<file path="config.mk">
export PLATFORM = sky130hd
export DESIGN_NAME = mph_phy_port
export DESIGN_NICKNAME = d
export VERILOG_FILES = /design/src/mph_pkg.sv /design/src/mph_fifo.sv /design/src/mph_phy_port.sv
export VERILOG_INCLUDE_DIRS = /design/src
export SDC_FILE = /design/constraint.sdc
export NUM_CORES = 1
export LEC_CHECK = 0
export BUFFER_PORTS_ARGS = -buffer_cell sky130_fd_sc_hd__buf_2
export CAP_MARGIN = 25
export CELL_PAD_IN_SITES_DETAIL_PLACEMENT = 0
export CELL_PAD_IN_SITES_GLOBAL_PLACEMENT = 1
export CORE_MARGIN = 2
export CORE_UTILIZATION = 25
export DETAILED_ROUTE_END_ITERATION = 8
export HOLD_SLACK_MARGIN = 0.03
export PLACE_DENSITY_LB_ADDON = 0.1
export SYNTH_ARGS = -nofsm -noshare
export SYNTH_HDL_FRONTEND = slang
export SYNTH_HIERARCHICAL = 1
export SYNTH_SLANG_ARGS = --single-unit
</file>
<file path="constraint.sdc">
create_clock -name core_clk -period 4.3 [get_ports core_clk]
set_input_delay 0.215 -clock core_clk [delete_from_list [all_inputs] [get_ports core_clk]]
set_output_delay 0.215 -clock core_clk [all_outputs]
set_load 0.02 [all_outputs]
</file>
<file path="src/mph_params.svh">
// timing counts, error stretch and buffer layout for the phy-side port of a mii/rmii link
// What this block does
// - management bits latched on management clock rise
// - management data line carries both directions
// - collision held asserted while collision lasts
// - mii transmit clock is 25 or 2.5 mhz
// - mii transmit nibble sampled on clock rise
// - mii receive clock is 25 or 2.5 mhz
// - rmii reference clock is 50 mhz
// - receive nibble meaningful only while valid high
// - receive valid high through frame, low after
// - rmii carrier-valid high while medium busy
// - carrier-valid drops only on nibble boundary
// - receive error held longer than one clock
`ifndef MPH_PARAMS_SVH
`define MPH_PARAMS_SVH

// ****************************************************************
// core clock and link clock periods
// ****************************************************************
`define MPH_CORE_CLK_NS 5
`define MPH_MII_FAST_NS 40
`define MPH_MII_SLOW_NS 400
`define MPH_RMII_REF_NS 20
// half periods in core cycles, rounded down so the link is never slow
`define MPH_HALF_FAST ((`MPH_MII_FAST_NS / 2) / `MPH_CORE_CLK_NS)
`define MPH_HALF_SLOW ((`MPH_MII_SLOW_NS / 2) / `MPH_CORE_CLK_NS)
`define MPH_HALF_REF ((`MPH_RMII_REF_NS / 2) / `MPH_CORE_CLK_NS)

// ****************************************************************
// receive error stretch and buffer layout
// ****************************************************************
`define MPH_ERR_SLOTS 2
`define MPH_ENT_NIB_LSB 0
`define MPH_ENT_ERR_BIT 4
`define MPH_ENT_LAST_BIT 5
`define MPH_ENT_W 6

`endif

</file>
<file path="src/mph_pkg.sv">
// types shared by the phy-side port
package mph_pkg;
  typedef enum logic [2:0] {
    MPH_RX_IDLE = 3'b001,
    MPH_RX_SEND = 3'b010,
    MPH_RX_GAP = 3'b100
  } mph_rx_state_t;
endpackage
</file>
<file path="src/mph_fifo.sv">
// small valid/ready buffer in the receive data path
`timescale 1ns/100ps
module mph_fifo import mph_pkg::*; #(
  parameter int WIDTH = 6,
  parameter int DEPTH = 2
) (
  // clock and reset
  input wire logic core_clk,
  input wire logic reset,
  // fill side
  input wire logic in_valid,
  output logic in_ready,
  input wire logic [WIDTH-1:0] in_data,
  // drain side
  output logic out_valid,
  input wire logic out_ready,
  output logic [WIDTH-1:0] out_data
);
  localparam int AW = (DEPTH > 1) ? $clog2(DEPTH) : 1;

  // refuse sizes that the wrap-bit pointers cannot serve
  if (DEPTH < 2 || (DEPTH & (DEPTH - 1)) != 0 || WIDTH < 1) begin : g_bad_size
    $error("mph_fifo: depth must be a power of two of at least 2");
  end

  logic [WIDTH-1:0] mem_reg [DEPTH];
  logic [AW:0] wr_ptr_reg;
  logic [AW:0] rd_ptr_reg;
  logic [AW:0] wr_ptr_next;
  logic [AW:0] rd_ptr_next;
  logic ready_reg;
  logic push;
  logic pop;

  // full when pointers differ only in the wrap bit
  function automatic logic is_full(input logic [AW:0] wp, input logic [AW:0] rp);
    return (wp[AW] != rp[AW]) && (wp[AW-1:0] == rp[AW-1:0]);
  endfunction

  // ready is a flop worked out one step ahead, so the port output has no logic path
  assign in_ready = ready_reg;
  assign wr_ptr_next = push ? wr_ptr_reg + 1'b1 : wr_ptr_reg;
  assign rd_ptr_next = pop ? rd_ptr_reg + 1'b1 : rd_ptr_reg;
  assign out_valid = (wr_ptr_reg != rd_ptr_reg);
  assign out_data = mem_reg[rd_ptr_reg[AW-1:0]];
  assign push = in_valid && in_ready;
  assign pop = out_valid && out_ready;

  // storage has no reset; empty pointers hide stale words
  always_ff @(posedge core_clk) begin
    if (push) begin
      mem_reg[wr_ptr_reg[AW-1:0]] <= in_data;
    end
  end

  // pointers
  always_ff @(posedge core_clk or posedge reset) begin
    if (reset) begin
      wr_ptr_reg <= '0;
      rd_ptr_reg <= '0;
      ready_reg <= 1'b1;
    end else begin
      wr_ptr_reg <= wr_ptr_next;
      rd_ptr_reg <= rd_ptr_next;
      ready_reg <= !is_full(wr_ptr_next, rd_ptr_next);
    end
  end
endmodule

</file>
<file path="src/mph_phy_port.sv">
// phy-side model of one mii/rmii link: makes link clocks, sends receive frames, captures transmit data
`timescale 1ns/100ps
`include "mph_params.svh"
module mph_phy_port import mph_pkg::*; #(
  parameter int FIFO_DEPTH = 2
) (
  // clock and reset
  input wire logic core_clk,
  input wire logic reset,
  // configuration
  input wire logic rmii_mode,
  input wire logic slow_speed,
  // receive frame source (nibble, error, last)
  input wire logic rx_in_valid,
  output logic rx_in_ready,
  input wire logic [3:0] rx_in_nibble,
  input wire logic rx_in_error,
  input wire logic rx_in_last,
  // medium events
  input wire logic collision_req,
  // captured transmit data
  output logic tx_out_valid,
  output logic [3:0] tx_out_nibble,
  output logic tx_out_active,
  // management bits seen from the mac, and the bit and enable to drive back to it
  output logic mgmt_bit_valid,
  output logic mgmt_bit,
  input wire logic mgmt_drive_en,
  input wire logic mgmt_drive_bit,
  // link pins from the mac, and the management data drive and enable to it
  input wire logic mgmt_clock_out,
  input wire logic mgmt_data_io_in,
  output logic mgmt_data_io_out,
  output logic mgmt_data_io_oe,
  input wire logic [3:0] tx_nibble_bus,
  input wire logic tx_enable_out,
  // link pins to the mac
  output logic tx_nibble_clock,
  output logic rx_nibble_clock,
  output logic [3:0] rx_nibble_bus,
  output logic rx_data_valid,
  output logic rx_error_in,
  output logic collision_in,
  output logic carrier_sense_in
);
  // ****************************************************************
  // link clock divider
  // ****************************************************************
  logic [7:0] half_cnt_reg;
  logic [7:0] half_len;
  logic link_clk_reg;
  logic wrap;
  logic rise_en;
  logic fall_en;

  // one divider serves every mode; rmii runs both directions from it
  assign half_len = rmii_mode ? 8'(`MPH_HALF_REF) : (slow_speed ? 8'(`MPH_HALF_SLOW) : 8'(`MPH_HALF_FAST));
  assign wrap = (half_cnt_reg >= half_len - 8'h01);
  assign rise_en = wrap && !link_clk_reg;
  assign fall_en = wrap && link_clk_reg;

  always_ff @(posedge core_clk or posedge reset) begin
    if (reset) begin
      half_cnt_reg <= 8'h00;
      link_clk_reg <= 1'b0;
    end else if (wrap) begin
      half_cnt_reg <= 8'h00;
      link_clk_reg <= !link_clk_reg;
    end else begin
      half_cnt_reg <= half_cnt_reg + 8'h01;
    end
  end

  // clock pins; tx clock parks high in rmii like the pull-up it stands for
  always_ff @(posedge core_clk or posedge reset) begin
    if (reset) begin
      tx_nibble_clock <= 1'b0;
      rx_nibble_clock <= 1'b0;
    end else begin
      tx_nibble_clock <= rmii_mode ? 1'b1 : (link_clk_reg ^ wrap);
      rx_nibble_clock <= link_clk_reg ^ wrap;
    end
  end

  // ****************************************************************
  // receive path: buffer and frame sender
  // ****************************************************************
  logic [`MPH_ENT_W-1:0] ent_in;
  logic [`MPH_ENT_W-1:0] ent_out;
  logic ent_valid;
  logic ent_pop;
  mph_rx_state_t rx_state_reg;
  logic dibit_phase_reg;
  logic [1:0] err_slots_reg;

  assign ent_in = {rx_in_last, rx_in_error, rx_in_nibble};

  mph_fifo #(.WIDTH(`MPH_ENT_W), .DEPTH(FIFO_DEPTH)) u_rx_fifo (
    .core_clk(core_clk),
    .reset(reset),
    .in_valid(rx_in_valid),
    .in_ready(rx_in_ready),
    .in_data(ent_in),
    .out_valid(ent_valid),
    .out_ready(ent_pop),
    .out_data(ent_out)
  );

  // a nibble leaves the buffer only once all its dibits went out
  assign ent_pop = fall_en && ent_valid && (rx_state_reg != MPH_RX_GAP) && (!rmii_mode || dibit_phase_reg);

  // frame sender: data changes on the falling link edge so the mac samples mid-bit
  always_ff @(posedge core_clk or posedge reset) begin
    if (reset) begin
      rx_state_reg <= MPH_RX_IDLE;
      dibit_phase_reg <= 1'b0;
      rx_nibble_bus <= 4'h0;
      rx_data_valid <= 1'b0;
    end else if (fall_en) begin
      case (rx_state_reg)
        MPH_RX_IDLE, MPH_RX_SEND: begin
          if (ent_valid) begin
            rx_data_valid <= 1'b1;
            if (rmii_mode) begin
              rx_nibble_bus <= {2'b00, dibit_phase_reg ? ent_out[3:2] : ent_out[1:0]};
              dibit_phase_reg <= !dibit_phase_reg;
            end else begin
              rx_nibble_bus <= ent_out[3:0];
            end
            rx_state_reg <= (ent_pop && ent_out[`MPH_ENT_LAST_BIT]) ? MPH_RX_GAP : MPH_RX_SEND;
          end else begin
            // underrun or idle: valid drops; in rmii only after a whole nibble
            rx_data_valid <= 1'b0;
            rx_nibble_bus <= 4'h0;
            dibit_phase_reg <= 1'b0;
            rx_state_reg <= MPH_RX_IDLE;
          end
        end
        MPH_RX_GAP: begin
          // one idle slot between frames, valid low from here
          rx_data_valid <= 1'b0;
          rx_nibble_bus <= 4'h0;
          dibit_phase_reg <= 1'b0;
          rx_state_reg <= MPH_RX_IDLE;
        end
        default: begin
          rx_state_reg <= MPH_RX_IDLE;
        end
      endcase
    end
  end

  // error stretch: an error nibble holds the pin for two link slots in mii and three dibit slots in rmii, so longer than one period
  always_ff @(posedge core_clk or posedge reset) begin
    if (reset) begin
      err_slots_reg <= 2'h0;
      rx_error_in <= 1'b0;
    end else if (fall_en) begin
      if (ent_valid && rx_state_reg != MPH_RX_GAP && ent_out[`MPH_ENT_ERR_BIT]) begin
        err_slots_reg <= 2'(`MPH_ERR_SLOTS - 1);
        rx_error_in <= 1'b1;
      end else if (err_slots_reg != 2'h0) begin
        err_slots_reg <= err_slots_reg - 2'h1;
        rx_error_in <= 1'b1;
      end else begin
        rx_error_in <= 1'b0;
      end
    end
  end

  // ****************************************************************
  // transmit capture from the mac
  // ****************************************************************
  logic [4:0] tx_meta_reg;
  logic [4:0] tx_sync_reg;
  logic [1:0] rise_dly_reg;
  logic [1:0] low_dibit_reg;
  logic tx_phase_reg;

  // pins pass two flops; the capture strobe is delayed by the same two cycles
  always_ff @(posedge core_clk or posedge reset) begin
    if (reset) begin
      tx_meta_reg <= 5'h00;
      tx_sync_reg <= 5'h00;
      rise_dly_reg <= 2'h0;
    end else begin
      tx_meta_reg <= {tx_enable_out, tx_nibble_bus};
      tx_sync_reg <= tx_meta_reg;
      rise_dly_reg <= {rise_dly_reg[0], rise_en};
    end
  end

  // sample at the rising link edge, as a phy latches the mac's nibble
  always_ff @(posedge core_clk or posedge reset) begin
    if (reset) begin
      tx_out_valid <= 1'b0;
      tx_out_nibble <= 4'h0;
      tx_out_active <= 1'b0;
      low_dibit_reg <= 2'h0;
      tx_phase_reg <= 1'b0;
    end else begin
      tx_out_valid <= 1'b0;
      if (rise_dly_reg[1]) begin
        tx_out_active <= tx_sync_reg[4];
        if (!tx_sync_reg[4]) begin
          tx_phase_reg <= 1'b0;
        end else if (!rmii_mode) begin
          tx_out_valid <= 1'b1;
          tx_out_nibble <= tx_sync_reg[3:0];
        end else if (!tx_phase_reg) begin
          low_dibit_reg <= tx_sync_reg[1:0];
          tx_phase_reg <= 1'b1;
        end else begin
          tx_out_valid <= 1'b1;
          tx_out_nibble <= {tx_sync_reg[1:0], low_dibit_reg};
          tx_phase_reg <= 1'b0;
        end
      end
    end
  end

  // ****************************************************************
  // collision and carrier
  // ****************************************************************
  // rmii has neither pin; drive high as the board pull-ups would
  always_ff @(posedge core_clk or posedge reset) begin
    if (reset) begin
      collision_in <= 1'b0;
      carrier_sense_in <= 1'b0;
    end else begin
      collision_in <= rmii_mode ? 1'b1 : collision_req;
      carrier_sense_in <= rmii_mode ? 1'b1 : (rx_data_valid || tx_out_active || collision_req);
    end
  end

  // ****************************************************************
  // management data line
  // ****************************************************************
  logic [1:0] mdc_meta_reg;
  logic [1:0] mdc_sync_reg;
  logic mdc_last_reg;

  // first stage feeds only the second
  always_ff @(posedge core_clk or posedge reset) begin
    if (reset) begin
      mdc_meta_reg <= 2'h0;
      mdc_sync_reg <= 2'h0;
      mdc_last_reg <= 1'b0;
    end else begin
      mdc_meta_reg <= {mgmt_clock_out, mgmt_data_io_in};
      mdc_sync_reg <= mdc_meta_reg;
      mdc_last_reg <= mdc_sync_reg[1];
    end
  end

  // latch on mac clock rise; change our drive after its fall for full setup
  always_ff @(posedge core_clk or posedge reset) begin
    if (reset) begin
      mgmt_bit_valid <= 1'b0;
      mgmt_bit <= 1'b0;
      mgmt_data_io_out <= 1'b0;
      mgmt_data_io_oe <= 1'b0;
    end else begin
      mgmt_bit_valid <= mdc_sync_reg[1] && !mdc_last_reg;
      if (mdc_sync_reg[1] && !mdc_last_reg) begin
        mgmt_bit <= mdc_sync_reg[0];
      end
      if (!mdc_sync_reg[1] && mdc_last_reg) begin
        mgmt_data_io_oe <= mgmt_drive_en;
        mgmt_data_io_out <= mgmt_drive_bit;
      end
    end
  end
endmodule

</file>
Yosys cells after proc, flatten, opt, wreduce, memory -nomap -nowiden
Memory sizes are Yosys's and may differ from the RTL's.
Cells that the tools add are included.
Widths: inputs -> output; s select.
{"block": "totals", "reg_bits": 60, "ramBits": 12, "word_cells": 116, "mem_count": 1}
{"name": "u_rx_fifo.mem_reg", "depth": 2, "word_bits": 6, "read_ports": 1, "rd_clocked_by_memory_dff": 0, "write_ports": 1, "line_no": "mph_fifo.sv:26", "source": "logic [WIDTH-1:0] mem_reg [DEPTH];"}
{"block": "op_classes", "add_sub_neg": 5, "order_cmp": 1, "n_eq_ne": 10, "n_mux": 35, "n_bitwise": 2, "n_reduce_logical": 32}
{"operator": "$mux 1", "count": 17}
{"operator": "$mux 4", "count": 4}
{"operator": "$logic_and 1x1->1", "count": 13}
{"operator": "$mux 6", "count": 2}
{"operator": "$mux 2", "count": 5}
{"operator": "$mux 3", "count": 3}
{"operator": "$add 8x1->8 const B", "count": 1}
{"operator": "$ge 8x8->1", "count": 1}
{"operator": "$mux 8", "count": 1}
{"operator": "$pmux 4 s2", "count": 1}
{"operator": "$sub 6x1->7 const B", "count": 1}
{"operator": "$logic_not 1->1", "count": 6}
{"operator": "$ne 3x3->1 const B", "count": 2}
{"operator": "$reduce_and 2->1", "count": 3}
{"operator": "$reduce_and 3->1", "count": 2}
{"operator": "$reduce_bool 2->1", "count": 3}
{"operator": "$add 2x1->2 const B", "count": 2}
{"operator": "$pmux 1 s2", "count": 2}
{"operator": "$reduce_and 4->1", "count": 1}
{"operator": "$eq 3x1->1 const B", "count": 1}
{"operator": "$eq 3x2->1 const B", "count": 1}
{"operator": "$eq 3x3->1 const B", "count": 1}
{"operator": "$logic_or 1x1->1", "count": 3}
{"operator": "$ne 2x1->1 const B", "count": 1}
{"operator": "other kinds (8)", "count": 8}

Longest topological paths before layout
{"block": "depth", "ltp_word": 13, "mapped_depth": 13, "depth_no_buf": 11}

By module
Netlist, hierarchy kept.
{"module": "mph_phy_port", "instances": 1, "cells_per_inst": 176, "area_each_um2": 2214.6, "seq_area_each_um2": 1377.6}
{"module": "mph_fifo", "instances": 1, "cells_per_inst": 48, "area_each_um2": 738.2, "seq_area_each_um2": 486.7}

Worst setup path after synthesis
No wires, ideal clock.
{"block": "synth_timing", "path_type": "input to register", "startpoint": "in rmii_mode", "endpoint": "reg u_rx_fifo.ready_reg, in the netlist u_rx_fifo/in_ready", "setup_time_ps": 64, "arrival_ps": 2632, "slack_ps": 1604, "cell_stages": 12, "path_buffers": 2, "path_cell_list": "buf_2 nand2b_1 ha_1 nand4_1 and3_1 nand2_1 ha_1 clkbuf_1 and3_1 and2b_2 or3_1 nand3_1"}
{"block": "synth_via", "elab_chain_cells": 12, "word_cells_on_any_way": 15}
{"item": "start, declared", "line_no": "mph_phy_port.sv:11", "source": "input wire logic rmii_mode,"}
{"item": "$mux 6 *", "line_no": "mph_phy_port.sv:57", "source": "assign half_len = rmii_mode ? 8'(`MPH_HALF_REF) : (slow_speed ? 8'(`MPH_HALF_SLOW) : 8'(`MPH_HALF_FAST));"}
{"item": "$sub 6x1->7 *", "line_no": "mph_phy_port.sv:58", "source": "assign wrap = (half_cnt_reg >= half_len - 8'h01);"}
{"item": "$ge 8x8->1 *", "line_no": "mph_phy_port.sv:58"}
{"item": "$logic_and 1x1->1 *", "line_no": "mph_phy_port.sv:60", "source": "assign fall_en = wrap && link_clk_reg;"}
{"item": "via fall_en", "line_no": "mph_phy_port.sv:54", "source": "logic fall_en;"}
{"item": "$logic_and 1x1->1 * (3 in series)", "line_no": "mph_phy_port.sv:110", "source": "assign ent_pop = fall_en && ent_valid && (rx_state_reg != MPH_RX_GAP) && (!rmii_mode || dibit_phase_reg);"}
{"item": "via ent_pop", "line_no": "mph_phy_port.sv:91", "source": "logic ent_pop;"}
{"item": "$logic_and 1x1->1 *", "line_no": "mph_fifo.sv:47", "source": "assign pop = out_valid && out_ready;"}
{"item": "$mux 2 *", "line_no": "mph_fifo.sv:43", "source": "assign rd_ptr_next = pop ? rd_ptr_reg + 1'b1 : rd_ptr_reg;"}
{"item": "$ne 1x1->1 / $eq 1x1->1 (equally long branches)", "line_no": "mph_fifo.sv:37", "source": "return (wp[AW] != rp[AW]) && (wp[AW-1:0] == rp[AW-1:0]);"}
{"item": "$logic_and 1x1->1 *", "line_no": "mph_fifo.sv:37"}
{"item": "$logic_not 1->1 *", "line_no": "mph_fifo.sv:65", "source": "ready_reg <= !is_full(wr_ptr_next, rd_ptr_next);"}
{"item": "end signal, assigned", "line_no": "mph_fifo.sv:65"}
{"item": "end, declared", "line_no": "mph_fifo.sv:31", "source": "logic ready_reg;"}
The timed path passes the listed nets; every way through them passes the cells marked *.
A chain may end at the register's enable or synchronous reset.

Final worst setup path
{"block": "layout_timing", "startpoint": "reg half_cnt_reg[7]", "endpoint": "reg u_rx_fifo.ready_reg, in the netlist u_rx_fifo/in_ready"}
{"block": "layout_via", "elab_chain_cells": 10, "word_cells_on_any_way": 11}
{"item": "start, declared", "line_no": "mph_phy_port.sv:49", "source": "logic [7:0] half_cnt_reg;"}
{"item": "start signal, assigned", "line_no": "mph_phy_port.sv:70", "source": "half_cnt_reg <= half_cnt_reg + 8'h01;"}
{"item": "$ge 8x8->1 *", "line_no": "mph_phy_port.sv:58"}
{"item": "$logic_and 1x1->1 *", "line_no": "mph_phy_port.sv:60"}
{"item": "via fall_en", "line_no": "mph_phy_port.sv:54"}
{"item": "$logic_and 1x1->1 * (3 in series)", "line_no": "mph_phy_port.sv:110"}
{"item": "via ent_pop", "line_no": "mph_phy_port.sv:91"}
{"item": "$logic_and 1x1->1 *", "line_no": "mph_fifo.sv:47"}
{"item": "$mux 2 *", "line_no": "mph_fifo.sv:43"}
{"item": "$ne 1x1->1 / $eq 1x1->1 (equally long branches)", "line_no": "mph_fifo.sv:37"}
{"item": "$logic_and 1x1->1 *", "line_no": "mph_fifo.sv:37"}
{"item": "$logic_not 1->1 *", "line_no": "mph_fifo.sv:65"}
Marks and branches as above.

==> results.tsv <==
metric	value	unit
outcome	complete, no violations	
first-pass GRT wire length	9653	µm
origin of the critical flop-to-flop path	half_cnt_reg[7]	
final hold violations	0	
CP Launch Type	flop	
Pleak	1.733	nW
HP Start	rx_in_nibble[1]	
final number of max-transition violations	0	
Post-Synth Simple-Gate Area	0.1144	
reg-to-reg slack, setup	1.47	ns
pin count of the biggest net entering global routing	56	
n_diodes	0	
die area	12700	µm²
gpl congestion	0.7217	
Initial Util	0.2575	
Post-synth EDFFs	12	
total gr overflow	0	
FP Rows	39	
max FFs per register	12	
Worst-Margin Slew	0.7259	ns
RSZ-0062 raised after global routing	false	
clk slew on worst S/H paths	0.06	ns
Cell variety after synth	49	
share of layout cells above drive strength 1	0.2639	
synthesized area per cell	13.18	µm²
Setup Crit Path Kind	flop to flop	
average wire per standard cell	12.92	µm
clk sink count	72	
DP Area	3336	µm²
Pwr Total	2.559	mW
setup_tns	0	ns
Synth Register Bits	72	
Max Clk Rate	0.3533	GHz
combined area of all synthesized cells	2953	µm²
area share of xor/xnor cells in the synthesized design	0.04110	
initial antenna violation count	0	
Routed WL	5567	µm
Root Buffer Master	clkbuf_16	
Die Width	112.7	µm
crit share post-route	0.6583	
Seq/Total Area, Yosys	0.6314	
crit path max fanout	11	
HP Class	input pin to flop	
Worst Path Required	4.57	ns
worst skew pair latency	0.33	ns
average via count per standard cell	4.274	
CTS tree	built	
H-tree Lvls	3	
Worst setup EP type	flop	
DPL Wire Length	3769	µm
area fraction in compound gates after synthesis	0.06992	
area grow syn2layout	26.48	%
vias in the first global route	1922	
I/O Pins	42	
Most used DFF post-synth	dfrtp_1	
post-synthesis mux area share	0.06907	
Yosys Warn Count	6	
final setup fails	0	
CP arrival	3.10	ns
synthesized instance count	224	
DIE HEIGHT	112.7	µm
residual DRC count	0	
Fin Hold WS	0.07596	ns
Max clock buf depth	2	
ys async rst share	0.8333	
CP startpoint	half_cnt_reg[7]	
Resize count post-CTS	0	
fin area	3735	µm²
PortBufs	41	
VDD IR max	0.2937	mV
DRT Pass-1 Iters	4	
largest family of logic cells by synthesized area	simple AND/OR/NAND/NOR gates	
gr usage total	0.1002	
layout net count	317	
total CTS buffers	9	
Final Skew	0.008561	ns
vias post-DR	1842	
post-route minimum period	2.831	ns
Routed Antenna Nets	0	
Pwr Density	685.2	nW/µm²
Post-Synth Adder-Cell Area	0.05085	
Core Area	11470	µm²
DR iter-0 viols	49	
Slew HR	0.5161	
max_cap viols	0	
==> placed cells by master, fill, tap and decap left out, drive strengths merged, types with 3 or more instances in the layout <==
cell | Yosys | layout
mux2i | 8 | 8
nand2 | 11 | 11
nand4 | 3 | 3
a22o | 3 | 3
dfrtp | 58 | 58
buf | 2 | 42
xnor2 | 6 | 6
nor2b | 4 | 4
conb | 1 | 3
nor2 | 12 | 12
and3 | 5 | 5
nand2b | 6 | 6
xor2 | 7 | 7
dlygate4sd3 | 0 | 8
a21oi | 5 | 5
edfxtp | 12 | 12
clkbuf | 1 | 10
o21ai | 7 | 7
ha | 12 | 12
mux2 | 11 | 11
inv | 13 | 14
nand3 | 10 | 10
==> cells by family after synthesis <==
logic type | count (synthesis)
other | 1
muxes | 19
buffers and inverters | 16
and+or+nand+nor | 62
xor gates and xnor gates | 13
DFF | 72
adders and majority gates | 12
AOI/OAI and AO/OA | 29
==> stage by stage <==
stage	worst slack (ns)	instances	utilization
2_1_floorplan	1.604	226	-
3_3_place_gp	1.322	408	0.2909
3_5_place_dp	1.273	408	0.2909
4_1_cts	1.442	431	0.3257
5_1_grt	1.204	431	0.3257
6_report	1.469	431	0.3257
==> power breakdown <==
part / switching [mW] / total [mW] / leakage, nW / internal [mW]
Clock: 0.277 / 0.797 / 0.159 / 0.520
Sequential: 0.150 / 1.04 / 0.841 / 0.893
Combinational: 0.393 / 0.718 / 0.733 / 0.325
Total: 0.821 / 2.56 / 1.73 / 1.74
==> worst max-delay path: stages (launching register included) <==
cell and delay, ns:
dfrtp_1 0.39, ha_1 0.35, nand4_1 0.09, and3_1 0.19
nand2_1 0.30, ha_1 0.47, and3_1 0.31, and2b_2 0.25
or3_1 0.34, nand3_1 0.08
==> area by class of cell <==
class | count | area (µm²)
fill | 1147 | 7732
sequential | 72 | 1864
multi-input combinational | 138 | 1031
timing repair buffer | 50 | 292.8
clock buffer | 10 | 239.0
tap | 143 | 178.9
clock inverter | 5 | 80.08
inverter | 13 | 48.80
==> layer usage <==
metal	vias to the layer above	global-route usage	routed length [µm]
met5	-	0	0
li1	897	-	-
met1	897	0.1301	2695
met2	40	0.1441	2451
met4	0	0.04878	127
met3	8	0.04158	293
==> path summary, 6_finish.rpt <==
| path | endpoint | cells after the start |
|---|---|---|
| min reg2reg | tx_sync_reg[3] | 0 |
| max in group asynchronous | half_cnt_reg[5] | 4 |
| min | u_rx_fifo/mem_reg[0][1] | 1 |
| max | u_rx_fifo/in_ready | 9 |
| max reg2reg | u_rx_fifo/in_ready | 9 |
| min in group asynchronous | u_rx_fifo/wr_ptr_reg[0] | 3 |
==> what timing repair did <==
action                                  CTS  global route
hold buffers                              8             0
endpoints found under the hold margin    12             0
buffers inserted                          0             0
endpoints found under the setup margin    0             0
==> synthesized netlist by cell type, types with 3 or more instances <==
| cell type | instances | area share |
|---|---|---|
| and3_1 | 5 | 0.011 |
| mux2i_1 | 8 | 0.027 |
| ha_1 | 12 | 0.051 |
| nand4_1 | 3 | 0.0064 |
| xnor2_1 | 5 | 0.015 |
| nor2_1 | 12 | 0.015 |
| nand2_1 | 11 | 0.014 |
| nor2b_1 | 4 | 0.0085 |
| nand2b_1 | 6 | 0.013 |
| xor2_1 | 7 | 0.021 |
| nand3_1 | 10 | 0.017 |
| edfxtp_1 | 12 | 0.12 |
| dfrtp_1 | 58 | 0.49 |
| inv_1 | 12 | 0.015 |
| o21ai_0 | 4 | 0.0068 |
| o21ai_1 | 3 | 0.0051 |
| a21oi_1 | 5 | 0.0085 |
| mux2_2 | 9 | 0.034 |
| a22o_1 | 3 | 0.0089 |
Power figures use the tool's default switching activity.
